[config.mk]
export PLATFORM = sky130hd
export DESIGN_NAME = ckpd_ctrl
export DESIGN_NICKNAME = d
export VERILOG_FILES = /design/src/ckpd_pkg.sv /design/src/ckpd_ctrl.sv
export SDC_FILE = /design/constraint.sdc
export NUM_CORES = 1
export LEC_CHECK = 0
export BUFFER_PORTS_ARGS = -buffer_cell sky130_fd_sc_hd__buf_2
export CORE_MARGIN = 4
export CORE_UTILIZATION = 55
export DETAILED_ROUTE_END_ITERATION = 10
export PLACE_DENSITY = 0.88
export SYNTH_ARGS = -nofsm -noshare
export SYNTH_HDL_FRONTEND = slang
export SYNTH_SLANG_ARGS = --single-unit
[constraint.sdc]
create_clock -name core_clk_in -period 4.45 [get_ports core_clk_in]
set_clock_uncertainty 0.15 [all_clocks]
set_input_delay 0.445 -clock core_clk_in [delete_from_list [all_inputs] [get_ports core_clk_in]]
set_output_delay 0.445 -clock core_clk_in [all_outputs]
set_load 0.01 [all_outputs]
[src/ckpd_pkg.sv]
// Package: register map, constants and types of the rank CKE power block
package ckpd_pkg;

  localparam int          RANKS          = 4;

  // Register byte addresses
  localparam logic [15:0] IDLE_CFG_ADDR  = 16'h4cb0;
  localparam logic [15:0] CTRL_ADDR      = 16'h4cb4;
  localparam logic [15:0] RANK_CFG_ADDR  = 16'h4cb8;
  localparam logic [15:0] DLL_WAKE_ADDR  = 16'h4cbc;
  localparam logic [15:0] STATUS_ADDR    = 16'h4cc0;

  // Field positions
  localparam int          CTRL_POL_LSB   = 0;
  localparam int          CTRL_SDLL_BIT  = 4;
  localparam int          RCFG_POP_LSB   = 0;
  localparam int          RCFG_TRI_LSB   = 4;
  localparam int          STAT_DLL_BIT   = 16;
  localparam int          STAT_INIT_BIT  = 17;

  // Reset values
  localparam logic [7:0]  IDLE_CFG_RST   = 8'h0f;
  localparam logic [2:0]  POLICY_RST     = 3'h0;
  localparam logic [3:0]  POP_RST        = 4'hf;
  localparam logic [3:0]  TRI_RST        = 4'h0;
  localparam logic [7:0]  DLL_WAKE_RST   = 8'h08;

  // Exit delays in controller cycles
  localparam logic [4:0]  XP_CYC         = 5'h03;
  localparam logic [4:0]  XPDLL_CYC      = 5'h14;

  typedef enum logic [2:0] {
    POL_NONE      = 3'h0,
    POL_OPEN      = 3'h1,
    POL_CLOSED    = 3'h2,
    POL_DLLOFF    = 3'h3,
    POL_OPEN_CLS  = 3'h4,
    POL_OPEN_DLL  = 3'h5
  } ckpd_policy_t;

  typedef enum logic [2:0] {
    ST_UP   = 3'h0,
    ST_PRE  = 3'h1,
    ST_PD   = 3'h2,
    ST_EXIT = 3'h3,
    ST_SR   = 3'h4
  } ckpd_state_t;

  typedef enum logic [1:0] {
    TGT_PD  = 2'h0,
    TGT_DLL = 2'h1,
    TGT_SR  = 2'h2
  } ckpd_tgt_t;

  // Per-rank status from the scheduler, one bit per rank
  typedef struct packed {
    logic [3:0] txn_arrive;
    logic [3:0] txn_pending;
    logic [3:0] bank_open;
    logic [3:0] pages_expired;
    logic [3:0] pre_done;
  } ckpd_rank_in_t;

  // Channel-wide requests from the power manager and refresh engine
  typedef struct packed {
    logic refresh_req;
    logic refresh_done;
    logic suspend_req;
    logic deep_idle;
    logic drained;
  } ckpd_sys_in_t;

endpackage

[src/ckpd_ctrl.sv]
// Per-rank CKE power-down controller with Avalon-MM register slave
`timescale 1ns/1ps
`default_nettype none

module ckpd_ctrl (
  // Clock, reset, enable
  input  wire logic                   core_clk_in,
  input  wire logic                   rst_in,
  input  wire logic                   clk_en_in,
  // Avalon-MM slave
  input  wire logic [15:0]            avs_address_in,
  input  wire logic                   avs_read_in,
  input  wire logic                   avs_write_in,
  input  wire logic [31:0]            avs_writedata_in,
  input  wire logic [3:0]             avs_byteenable_in,
  output var  logic [31:0]            avs_readdata_out,
  output var  logic                   avs_waitrequest_out,
  // Scheduler and power manager
  input  wire ckpd_pkg::ckpd_rank_in_t rank_in,
  input  wire ckpd_pkg::ckpd_sys_in_t  sys_in,
  input  wire logic [3:0]             rx_valid_in,
  // Memory pins per rank
  output var  logic [3:0]             cke_out,
  output var  logic [3:0]             cke_oe_n_out,
  output var  logic [3:0]             cs_oe_n_out,
  output var  logic [3:0]             io_drv_en_out,
  output var  logic [3:0]             io_rx_en_out,
  output var  logic [3:0]             rx_valid_out,
  // Command requests and status to the scheduler
  output var  logic [3:0]             pre_all_req_out,
  output var  logic [3:0]             sr_entry_out,
  output var  logic [3:0]             sr_exit_out,
  output var  logic [3:0]             pages_closed_out,
  output var  logic [3:0]             cmd_ok_out,
  output var  logic [3:0]             xfer_ok_out,
  output var  logic                   refresh_go_out,
  output var  logic                   io_dll_off_out
);

  logic [7:0]  idle_cfg_reg;
  logic [2:0]  policy_reg;
  logic        sdll_en_reg;
  logic        init_done_reg;
  logic [3:0]  pop_reg;
  logic [3:0]  tri_en_reg;
  logic [7:0]  dll_wake_reg;
  logic        wait_reg;
  logic [31:0] rdata_reg;
  logic        dll_off_reg;
  logic [7:0]  dll_wait_reg;

  ckpd_pkg::ckpd_state_t st_reg   [ckpd_pkg::RANKS];
  ckpd_pkg::ckpd_tgt_t   tgt_reg  [ckpd_pkg::RANKS];
  logic [7:0]            idle_reg [ckpd_pkg::RANKS];
  logic [4:0]            xcnt_reg [ckpd_pkg::RANKS];
  logic [3:0]            pd_open_reg;
  logic [3:0]            pd_dll_reg;
  logic [3:0]            conv_reg;

  ckpd_pkg::ckpd_policy_t pol;
  logic        dyn_en;
  logic [3:0]  absent;
  logic [3:0]  idle_exp;
  logic        sr_want;
  logic        all_up;
  logic        all_low;
  logic        wake_any;
  logic        io_ready;
  logic        acc;
  logic        wr;
  logic [31:0] rd_mux;

  function automatic logic asleep(input ckpd_pkg::ckpd_state_t s);
    asleep = (s == ckpd_pkg::ST_PD) || (s == ckpd_pkg::ST_SR);
  endfunction

  function automatic logic hit(input logic [15:0] a, input logic [15:0] r);
    hit = (a == r);
  endfunction

  // Illegal policy codes fall back to no power-down
  always_comb begin
    pol = ckpd_pkg::ckpd_policy_t'(policy_reg);
    dyn_en = (policy_reg >= 3'h1) && (policy_reg <= 3'h5);
  end

  // Tri-state only where software both allows it and marks the rank empty
  assign absent = tri_en_reg & ~pop_reg;
  assign sr_want = sys_in.suspend_req ||
                   (sys_in.deep_idle && ~|rank_in.txn_pending);
  assign io_ready = !dll_off_reg && (dll_wait_reg == 8'h00);

  always_comb begin
    all_up   = 1'b1;
    all_low  = ~&absent;
    wake_any = 1'b0;
    for (int r = 0; r < ckpd_pkg::RANKS; r++) begin
      idle_exp[r] = idle_reg[r] >= idle_cfg_reg;
      if (!absent[r]) begin
        if (st_reg[r] != ckpd_pkg::ST_UP)
          all_up = 1'b0;
        if (!asleep(st_reg[r]))
          all_low = 1'b0;
        if (st_reg[r] == ckpd_pkg::ST_EXIT)
          wake_any = 1'b1;
      end
    end
  end

  // Avalon slave: one wait cycle, then a single-cycle answer
  assign acc = (avs_read_in || avs_write_in) && wait_reg;
  assign wr  = avs_write_in && wait_reg && avs_byteenable_in[0];

  always_comb begin
    rd_mux = 32'h0000_0000;
    if (hit(avs_address_in, ckpd_pkg::IDLE_CFG_ADDR)) begin
      rd_mux[7:0] = idle_cfg_reg;
    end else if (hit(avs_address_in, ckpd_pkg::CTRL_ADDR)) begin
      rd_mux[ckpd_pkg::CTRL_POL_LSB +: 3] = policy_reg;
      rd_mux[ckpd_pkg::CTRL_SDLL_BIT] = sdll_en_reg;
    end else if (hit(avs_address_in, ckpd_pkg::RANK_CFG_ADDR)) begin
      rd_mux[ckpd_pkg::RCFG_POP_LSB +: 4] = pop_reg;
      rd_mux[ckpd_pkg::RCFG_TRI_LSB +: 4] = tri_en_reg;
    end else if (hit(avs_address_in, ckpd_pkg::DLL_WAKE_ADDR)) begin
      rd_mux[7:0] = dll_wake_reg;
    end else if (hit(avs_address_in, ckpd_pkg::STATUS_ADDR)) begin
      for (int r = 0; r < ckpd_pkg::RANKS; r++)
        rd_mux[r*4 +: 4] = {pd_open_reg[r], st_reg[r]};
      rd_mux[ckpd_pkg::STAT_DLL_BIT]  = dll_off_reg;
      rd_mux[ckpd_pkg::STAT_INIT_BIT] = init_done_reg;
    end
  end

  always_ff @(posedge core_clk_in) begin
    if (rst_in) begin
      wait_reg  <= 1'b1;
      rdata_reg <= 32'h0000_0000;
    end else if (clk_en_in) begin
      wait_reg <= !acc;
      if (acc)
        rdata_reg <= avs_read_in ? rd_mux : 32'h0000_0000;
    end
  end

  // Configuration registers
  always_ff @(posedge core_clk_in) begin
    if (rst_in) begin
      idle_cfg_reg  <= ckpd_pkg::IDLE_CFG_RST;
      policy_reg    <= ckpd_pkg::POLICY_RST;
      sdll_en_reg   <= 1'b0;
      init_done_reg <= 1'b0;
      pop_reg       <= ckpd_pkg::POP_RST;
      tri_en_reg    <= ckpd_pkg::TRI_RST;
      dll_wake_reg  <= ckpd_pkg::DLL_WAKE_RST;
    end else if (clk_en_in && wr) begin
      if (hit(avs_address_in, ckpd_pkg::IDLE_CFG_ADDR))
        idle_cfg_reg <= avs_writedata_in[7:0];
      if (hit(avs_address_in, ckpd_pkg::CTRL_ADDR)) begin
        policy_reg    <= avs_writedata_in[ckpd_pkg::CTRL_POL_LSB +: 3];
        sdll_en_reg   <= avs_writedata_in[ckpd_pkg::CTRL_SDLL_BIT];
        init_done_reg <= 1'b1;
      end
      if (hit(avs_address_in, ckpd_pkg::RANK_CFG_ADDR)) begin
        pop_reg    <= avs_writedata_in[ckpd_pkg::RCFG_POP_LSB +: 4];
        tri_en_reg <= avs_writedata_in[ckpd_pkg::RCFG_TRI_LSB +: 4];
      end
      if (hit(avs_address_in, ckpd_pkg::DLL_WAKE_ADDR))
        dll_wake_reg <= avs_writedata_in[7:0];
    end
  end

  // I/O slave DLLs: off while every present rank sleeps, timed relock
  always_ff @(posedge core_clk_in) begin
    if (rst_in) begin
      dll_off_reg  <= 1'b0;
      dll_wait_reg <= 8'h00;
    end else if (clk_en_in) begin
      if (!dll_off_reg && sdll_en_reg && all_low) begin
        dll_off_reg <= 1'b1;
      end else if (dll_off_reg && (wake_any || !sdll_en_reg)) begin
        dll_off_reg  <= 1'b0;
        dll_wait_reg <= dll_wake_reg;
      end else if (dll_wait_reg != 8'h00) begin
        dll_wait_reg <= dll_wait_reg - 8'h01;
      end
    end
  end

  // Idle counters: restart on arrival, forced expired after refresh
  always_ff @(posedge core_clk_in) begin
    if (rst_in) begin
      for (int r = 0; r < ckpd_pkg::RANKS; r++)
        idle_reg[r] <= 8'h00;
    end else if (clk_en_in) begin
      for (int r = 0; r < ckpd_pkg::RANKS; r++) begin
        if (rank_in.txn_arrive[r] || st_reg[r] != ckpd_pkg::ST_UP)
          idle_reg[r] <= 8'h00;
        else if (sys_in.refresh_done && dyn_en)
          idle_reg[r] <= 8'hff;
        else if (!idle_exp[r])
          idle_reg[r] <= idle_reg[r] + 8'h01;
      end
    end
  end

  // Per-rank power state machines
  always_ff @(posedge core_clk_in) begin
    if (rst_in) begin
      for (int r = 0; r < ckpd_pkg::RANKS; r++) begin
        st_reg[r]   <= ckpd_pkg::ST_UP;
        tgt_reg[r]  <= ckpd_pkg::TGT_PD;
        xcnt_reg[r] <= 5'h00;
      end
      pd_open_reg      <= 4'h0;
      pd_dll_reg       <= 4'h0;
      conv_reg         <= 4'h0;
      pre_all_req_out  <= 4'h0;
      sr_entry_out     <= 4'h0;
      sr_exit_out      <= 4'h0;
      pages_closed_out <= 4'h0;
    end else if (clk_en_in) begin
      pre_all_req_out  <= 4'h0;
      sr_entry_out     <= 4'h0;
      sr_exit_out      <= 4'h0;
      pages_closed_out <= 4'h0;
      for (int r = 0; r < ckpd_pkg::RANKS; r++) begin
        if (absent[r] || !init_done_reg) begin
          st_reg[r] <= ckpd_pkg::ST_UP;
        end else begin
          unique case (st_reg[r])
            ckpd_pkg::ST_UP: begin
              if (sr_want && sys_in.drained && !sys_in.refresh_req) begin
                if (rank_in.bank_open[r]) begin
                  pre_all_req_out[r] <= 1'b1;
                  tgt_reg[r] <= ckpd_pkg::TGT_SR;
                  st_reg[r]  <= ckpd_pkg::ST_PRE;
                end else begin
                  sr_entry_out[r] <= 1'b1;
                  st_reg[r] <= ckpd_pkg::ST_SR;
                end
              end else if (dyn_en && idle_exp[r] && !sr_want &&
                           !rank_in.txn_pending[r] &&
                           !sys_in.refresh_req) begin
                if (pol == ckpd_pkg::POL_OPEN ||
                    pol == ckpd_pkg::POL_OPEN_CLS ||
                    pol == ckpd_pkg::POL_OPEN_DLL) begin
                  st_reg[r]      <= ckpd_pkg::ST_PD;
                  pd_open_reg[r] <= rank_in.bank_open[r];
                  pd_dll_reg[r]  <= 1'b0;
                end else if (rank_in.bank_open[r]) begin
                  pre_all_req_out[r] <= 1'b1;
                  tgt_reg[r] <= (pol == ckpd_pkg::POL_DLLOFF) ?
                                ckpd_pkg::TGT_DLL : ckpd_pkg::TGT_PD;
                  st_reg[r]  <= ckpd_pkg::ST_PRE;
                end else begin
                  st_reg[r]      <= ckpd_pkg::ST_PD;
                  pd_open_reg[r] <= 1'b0;
                  pd_dll_reg[r]  <= (pol == ckpd_pkg::POL_DLLOFF);
                end
              end
            end
            ckpd_pkg::ST_PRE: begin
              // Hold CKE high until pre_done reports the precharge-all complete
              if (rank_in.pre_done[r]) begin
                if (tgt_reg[r] == ckpd_pkg::TGT_SR) begin
                  sr_entry_out[r] <= 1'b1;
                  st_reg[r] <= ckpd_pkg::ST_SR;
                end else begin
                  st_reg[r]      <= ckpd_pkg::ST_PD;
                  pd_open_reg[r] <= 1'b0;
                  pd_dll_reg[r]  <= (tgt_reg[r] == ckpd_pkg::TGT_DLL);
                end
              end
            end
            ckpd_pkg::ST_PD: begin
              xcnt_reg[r] <= 5'h00;
              if (rank_in.txn_pending[r] || sys_in.refresh_req ||
                  sr_want) begin
                st_reg[r]   <= ckpd_pkg::ST_EXIT;
                conv_reg[r] <= 1'b0;
              end else if (pd_open_reg[r] && rank_in.pages_expired[r] &&
                           (pol == ckpd_pkg::POL_OPEN_CLS ||
                            pol == ckpd_pkg::POL_OPEN_DLL)) begin
                st_reg[r]   <= ckpd_pkg::ST_EXIT;
                conv_reg[r] <= 1'b1;
              end
            end
            ckpd_pkg::ST_EXIT: begin
              // Exit timing only starts once the I/O DLLs are locked
              if (io_ready && xcnt_reg[r] != 5'h1f)
                xcnt_reg[r] <= xcnt_reg[r] + 5'h01;
              if (conv_reg[r] && xcnt_reg[r] >= ckpd_pkg::XP_CYC) begin
                pre_all_req_out[r] <= 1'b1;
                conv_reg[r] <= 1'b0;
                tgt_reg[r]  <= (pol == ckpd_pkg::POL_OPEN_DLL) ?
                               ckpd_pkg::TGT_DLL : ckpd_pkg::TGT_PD;
                st_reg[r]   <= ckpd_pkg::ST_PRE;
              end else if (!conv_reg[r] &&
                           xcnt_reg[r] >= (pd_dll_reg[r] ?
                           ckpd_pkg::XPDLL_CYC : ckpd_pkg::XP_CYC)) begin
                st_reg[r] <= ckpd_pkg::ST_UP;
                pages_closed_out[r] <= !pd_open_reg[r];
              end
            end
            ckpd_pkg::ST_SR: begin
              xcnt_reg[r] <= 5'h00;
              if (!sr_want) begin
                sr_exit_out[r] <= 1'b1;
                st_reg[r]      <= ckpd_pkg::ST_EXIT;
                pd_open_reg[r] <= 1'b0;
                pd_dll_reg[r]  <= 1'b1;
                conv_reg[r]    <= 1'b0;
              end
            end
            default: st_reg[r] <= ckpd_pkg::ST_UP;
          endcase
        end
      end
    end
  end

  // Pin side outputs, all registered
  always_ff @(posedge core_clk_in) begin
    if (rst_in) begin
      cke_out       <= 4'h0;
      cke_oe_n_out  <= 4'h0;
      cs_oe_n_out   <= 4'h0;
      io_drv_en_out <= 4'hf;
      io_rx_en_out  <= 4'hf;
      rx_valid_out  <= 4'h0;
      cmd_ok_out    <= 4'h0;
      xfer_ok_out   <= 4'h0;
    end else if (clk_en_in) begin
      cke_oe_n_out  <= absent;
      cs_oe_n_out   <= absent;
      io_drv_en_out <= ~absent;
      io_rx_en_out  <= ~absent;
      rx_valid_out  <= rx_valid_in & ~absent;
      for (int r = 0; r < ckpd_pkg::RANKS; r++) begin
        cke_out[r] <= init_done_reg && !absent[r] &&
                      (st_reg[r] == ckpd_pkg::ST_UP ||
                       st_reg[r] == ckpd_pkg::ST_PRE ||
                       (st_reg[r] == ckpd_pkg::ST_EXIT &&
                        io_ready));
        cmd_ok_out[r] <= init_done_reg && !absent[r] &&
                         (st_reg[r] == ckpd_pkg::ST_UP ||
                          st_reg[r] == ckpd_pkg::ST_PRE ||
                          (st_reg[r] == ckpd_pkg::ST_EXIT &&
                           xcnt_reg[r] >= ckpd_pkg::XP_CYC));
        xfer_ok_out[r] <= init_done_reg && !absent[r] &&
                          st_reg[r] == ckpd_pkg::ST_UP;
      end
    end
  end

  always_ff @(posedge core_clk_in) begin
    if (rst_in) begin
      refresh_go_out <= 1'b0;
      io_dll_off_out <= 1'b0;
    end else if (clk_en_in) begin
      refresh_go_out <= sys_in.refresh_req && all_up &&
                        init_done_reg;
      io_dll_off_out <= dll_off_reg;
    end
  end

  assign avs_readdata_out    = rdata_reg;
  assign avs_waitrequest_out = wait_reg;

endmodule

`default_nettype wire

==> summary.md <==
| Metric | Value |
|---|---|
| Antenna violations before repair | `0` |
| Post-synth EDFFs | `72` |
| Hold path startpoint | `rx_valid_in[1]` |
| Clock Path Buffers | `2` |
| Actual slew at the worst max-slew pin | `1.37 ns` |
| CTS Buf Count | `17` |
| Pre-antenna DRT Iters | `8` |
| Rows | `51` |
| Hold depth | `3` |
| Final setup viols | `0` |
| Max Freq | `313 MHz` |
| Die Y | `149 µm` |
| Post-DP HPWL | `23,400 µm` |
| Die area | `22,200 µm²` |
| Vias | `10,300` |
| Layout net count | `1,492` |
| Worst path slowest cell | `nor2b_1` |
| Max Cap Viol | `0` |
| Clock sinks | `183` |
| DIE WIDTH | `149 µm` |
| CP top delay family | `compound AO/OA/AOI/OAI gates` |
| Sequential share of the synthesized area | `0.400` |
| Area after DPL | `11,600 µm²` |
| CTS tree | `done` |
| Vias in the first global route | `9,492` |
| Area Growth Syn to Fin | `11.7%` |
| Diode count | `0` |
| Routed wire length | `31,800 µm` |
| Maximum vdd ir drop | `0.000331 V` |
| Critical Path, Cell by Cell | `nor2b_1 > o22ai_1 > o21a_1 > or2_2 > a2111oi_0 > a31o_2` |
| Slew headroom | `0.0841` |
| Setup Slack @ Placement | `1.26 ns` |
| CP bufs+invs | `0` |
| Worst-path fanout max | `21` |
| Final Cycle Share | `0.719` |
| Setup Fix Bufs, Post-CTS | `0` |
| Status | `completed` |
| Share of cells above drive strength 1 | `0.145` |
| FF-to-FF path depth | `6` |
| Setup TNS | `0 ns` |
| Slowest stage delay, CP | `0.86 ns` |
| # port buffers | `127` |
| Synth Cell Area | `11,000 µm²` |
| Top cell type's share of synthesized area | `0.203` |
| Fin area | `12,200 µm²` |
| Global-route wire length before repair | `49,800 µm` |
| Leakage Power | `5.00 nW` |
| Worst R2R Setup Slack | `1.25 ns` |
| Tmin final | `3.20 ns` |
| Gate Count Post-Synth | `1,259` |
| Worst hold endpoint | `rx_valid_out[1]$_SDFFE_PP0P_` |
| GPL Wtd Cong | `0.976` |
| Critical path class | `reg -> reg` |
| Clk Latency, worst-skew pair | `0.44 ns` |
| Pins Over Slew Limit | `0` |
| FILL cells | `1,629` |
| Initial core utilization | `0.561` |
| DRT iter0 DRCs | `1,186` |
| Routed length per instance | `19.6 µm` |
| Core area | `19,500 µm²` |
| Most instantiated cells after synthesis | `nand2_1 (149), dfxtp_1 (111), nor2_1 (104), a21oi_1 (78)` |
| Synth area leaders | `dfxtp_1 (20%), edfxtp_1 (20%), ha_1 (7.0%)` |
| Synth Area per Inst | `8.70 µm²` |
| Pwr dens | `306 nW/µm²` |
| Top-count cell post-synth | `nand2_1` |
| Core Util, Final | `0.626` |
| Hold Buf Count CTS | `0` |
| Largest register FFs | `32` |
| Worst hold path class | `in -> reg` |
| Final setup margin | `1.25 ns` |
| Synth Register Bits | `183` |
| I/O Pins | `169` |
| DRC | `0` |
| RSZ-0062 raised after global routing | `no` |
| Top_reg_cell synth | `dfxtp_1` |
| Multi-input logic area | `5990 µm²` |
| Yosys top cell by area | `dfxtp_1` |
| Gr usage total | `0.282` |
| # H-tree levels | `4` |
| Reg2reg start | `tri_en_reg[2]$_SDFFE_PP0P_` |
| CTS resizes | `0` |
| Critical R2R Capture | `dll_wait_reg[1]$_SDFFE_PP0P_` |
| Register Area | `4380 µm²` |
| Clk root buf | `clkbuf_16` |
| Startpoint Class | `flip-flop` |
| Fraction of registers with async set/reset | `0` |
| Vias per inst | `6.34` |
| CTS clk-pin slew, worst paths | `0.06 ns` |
| Crit path capture type | `flip-flop` |
| Overflow after GRT | `0` |
| Final hold vios | `0` |
| CP required | `4.69 ns` |
| Ys Warns | `0` |
| Total power | `3.75 mW` |
| Antenna-violating nets left | `0` |
| Pin count of the biggest net entering global routing | `48` |
| Crit path DAT | `3.43 ns` |
| Synth cell types | `81` |
cells in the final DEF (no fill, tap or decap), types with 21 or more instances in the layout:
cell type and count:
a21oi_1 78, edfxtp_1 72, nor2_1 104, ha_1 61
nand2_1 149, nand3_1 59, o21ai_0 72, dfxtp_1 111
nand2b_1 23, xor2_1 21, buf_2 127, inv_1 45
nor3_1 39
routing by layer:
metal,vias to the layer above,track usage,share of wire
li1,4767,-,-
met1,4790,0.364,0.38
met2,627,0.459,0.46
met3,113,0.0741,0.12
met4,0,0.103,0.041
met5,-,0,0
tightest hold or removal path: cells and delay by family:
| kind | cells | cell delay (ns) |
|---|---|---|
| and+or+nand+nor | 1 | 0.06 |
| AOI/OAI and AO/OA | 1 | 0.06 |
| buffers and inverters | 1 | 0.09 |
report_power, final:
group | switching (mW) | internal (mW)
clock network | 0.663 | 0.944
logic | 0.202 | 0.112
registers | 0.0520 | 1.77
total | 0.917 | 2.83
stage by stage:
stage                     hold WS (ns)  std cells
final                            0.121       1623
after global routing             0.125       1623
after CTS                        0.123       1623
after detailed placement         0.284       1591
after global placement           0.278       1591
after floorplan                  0.291       1272
how the worst max path moves through the flow:
stage                                   endpoint  cells past startpoint                          from  slack, ns
finish              dll_wait_reg[1]$_SDFFE_PP0P_                      6    tri_en_reg[2]$_SDFFE_PP0P_       1.25
global route        dll_wait_reg[1]$_SDFFE_PP0P_                      6    tri_en_reg[2]$_SDFFE_PP0P_       1.21
CTS                 dll_wait_reg[1]$_SDFFE_PP0P_                      6    tri_en_reg[2]$_SDFFE_PP0P_       1.33
detailed placement  xcnt_reg[3][2]$_SDFFCE_PP0P_                      6                     clk_en_in       1.26
global placement    xcnt_reg[3][0]$_SDFFCE_PP0P_                      6                     clk_en_in       1.27
floorplan           idle_reg[1][0]$_SDFFCE_PN0P_                      8  idle_reg[1][0]$_SDFFCE_PN0P_       1.63
cell type report:
class / instances / share of cell area
inverter: 46 / 0.0141
timing repair buffer: 140 / 0.0599
multi-input combinational: 957 / 0.489
tap: 265 / 0.0271
sequential: 183 / 0.358
clock inverter: 11 / 0.0119
clock buffer: 21 / 0.0393
logic make-up after synthesis:
group           after synthesis  share of synthesized area
mux                          24                     0.0226
compound gates              317                      0.190
fa+ha+maj                    61                     0.0697
simple gates                503                      0.229
xor+xnor                     38                     0.0304
flops                       183                      0.400
buf+inv                     132                     0.0576
other cells                   1                   0.000342
No activity file was read; power rests on OpenSTA's default activity.
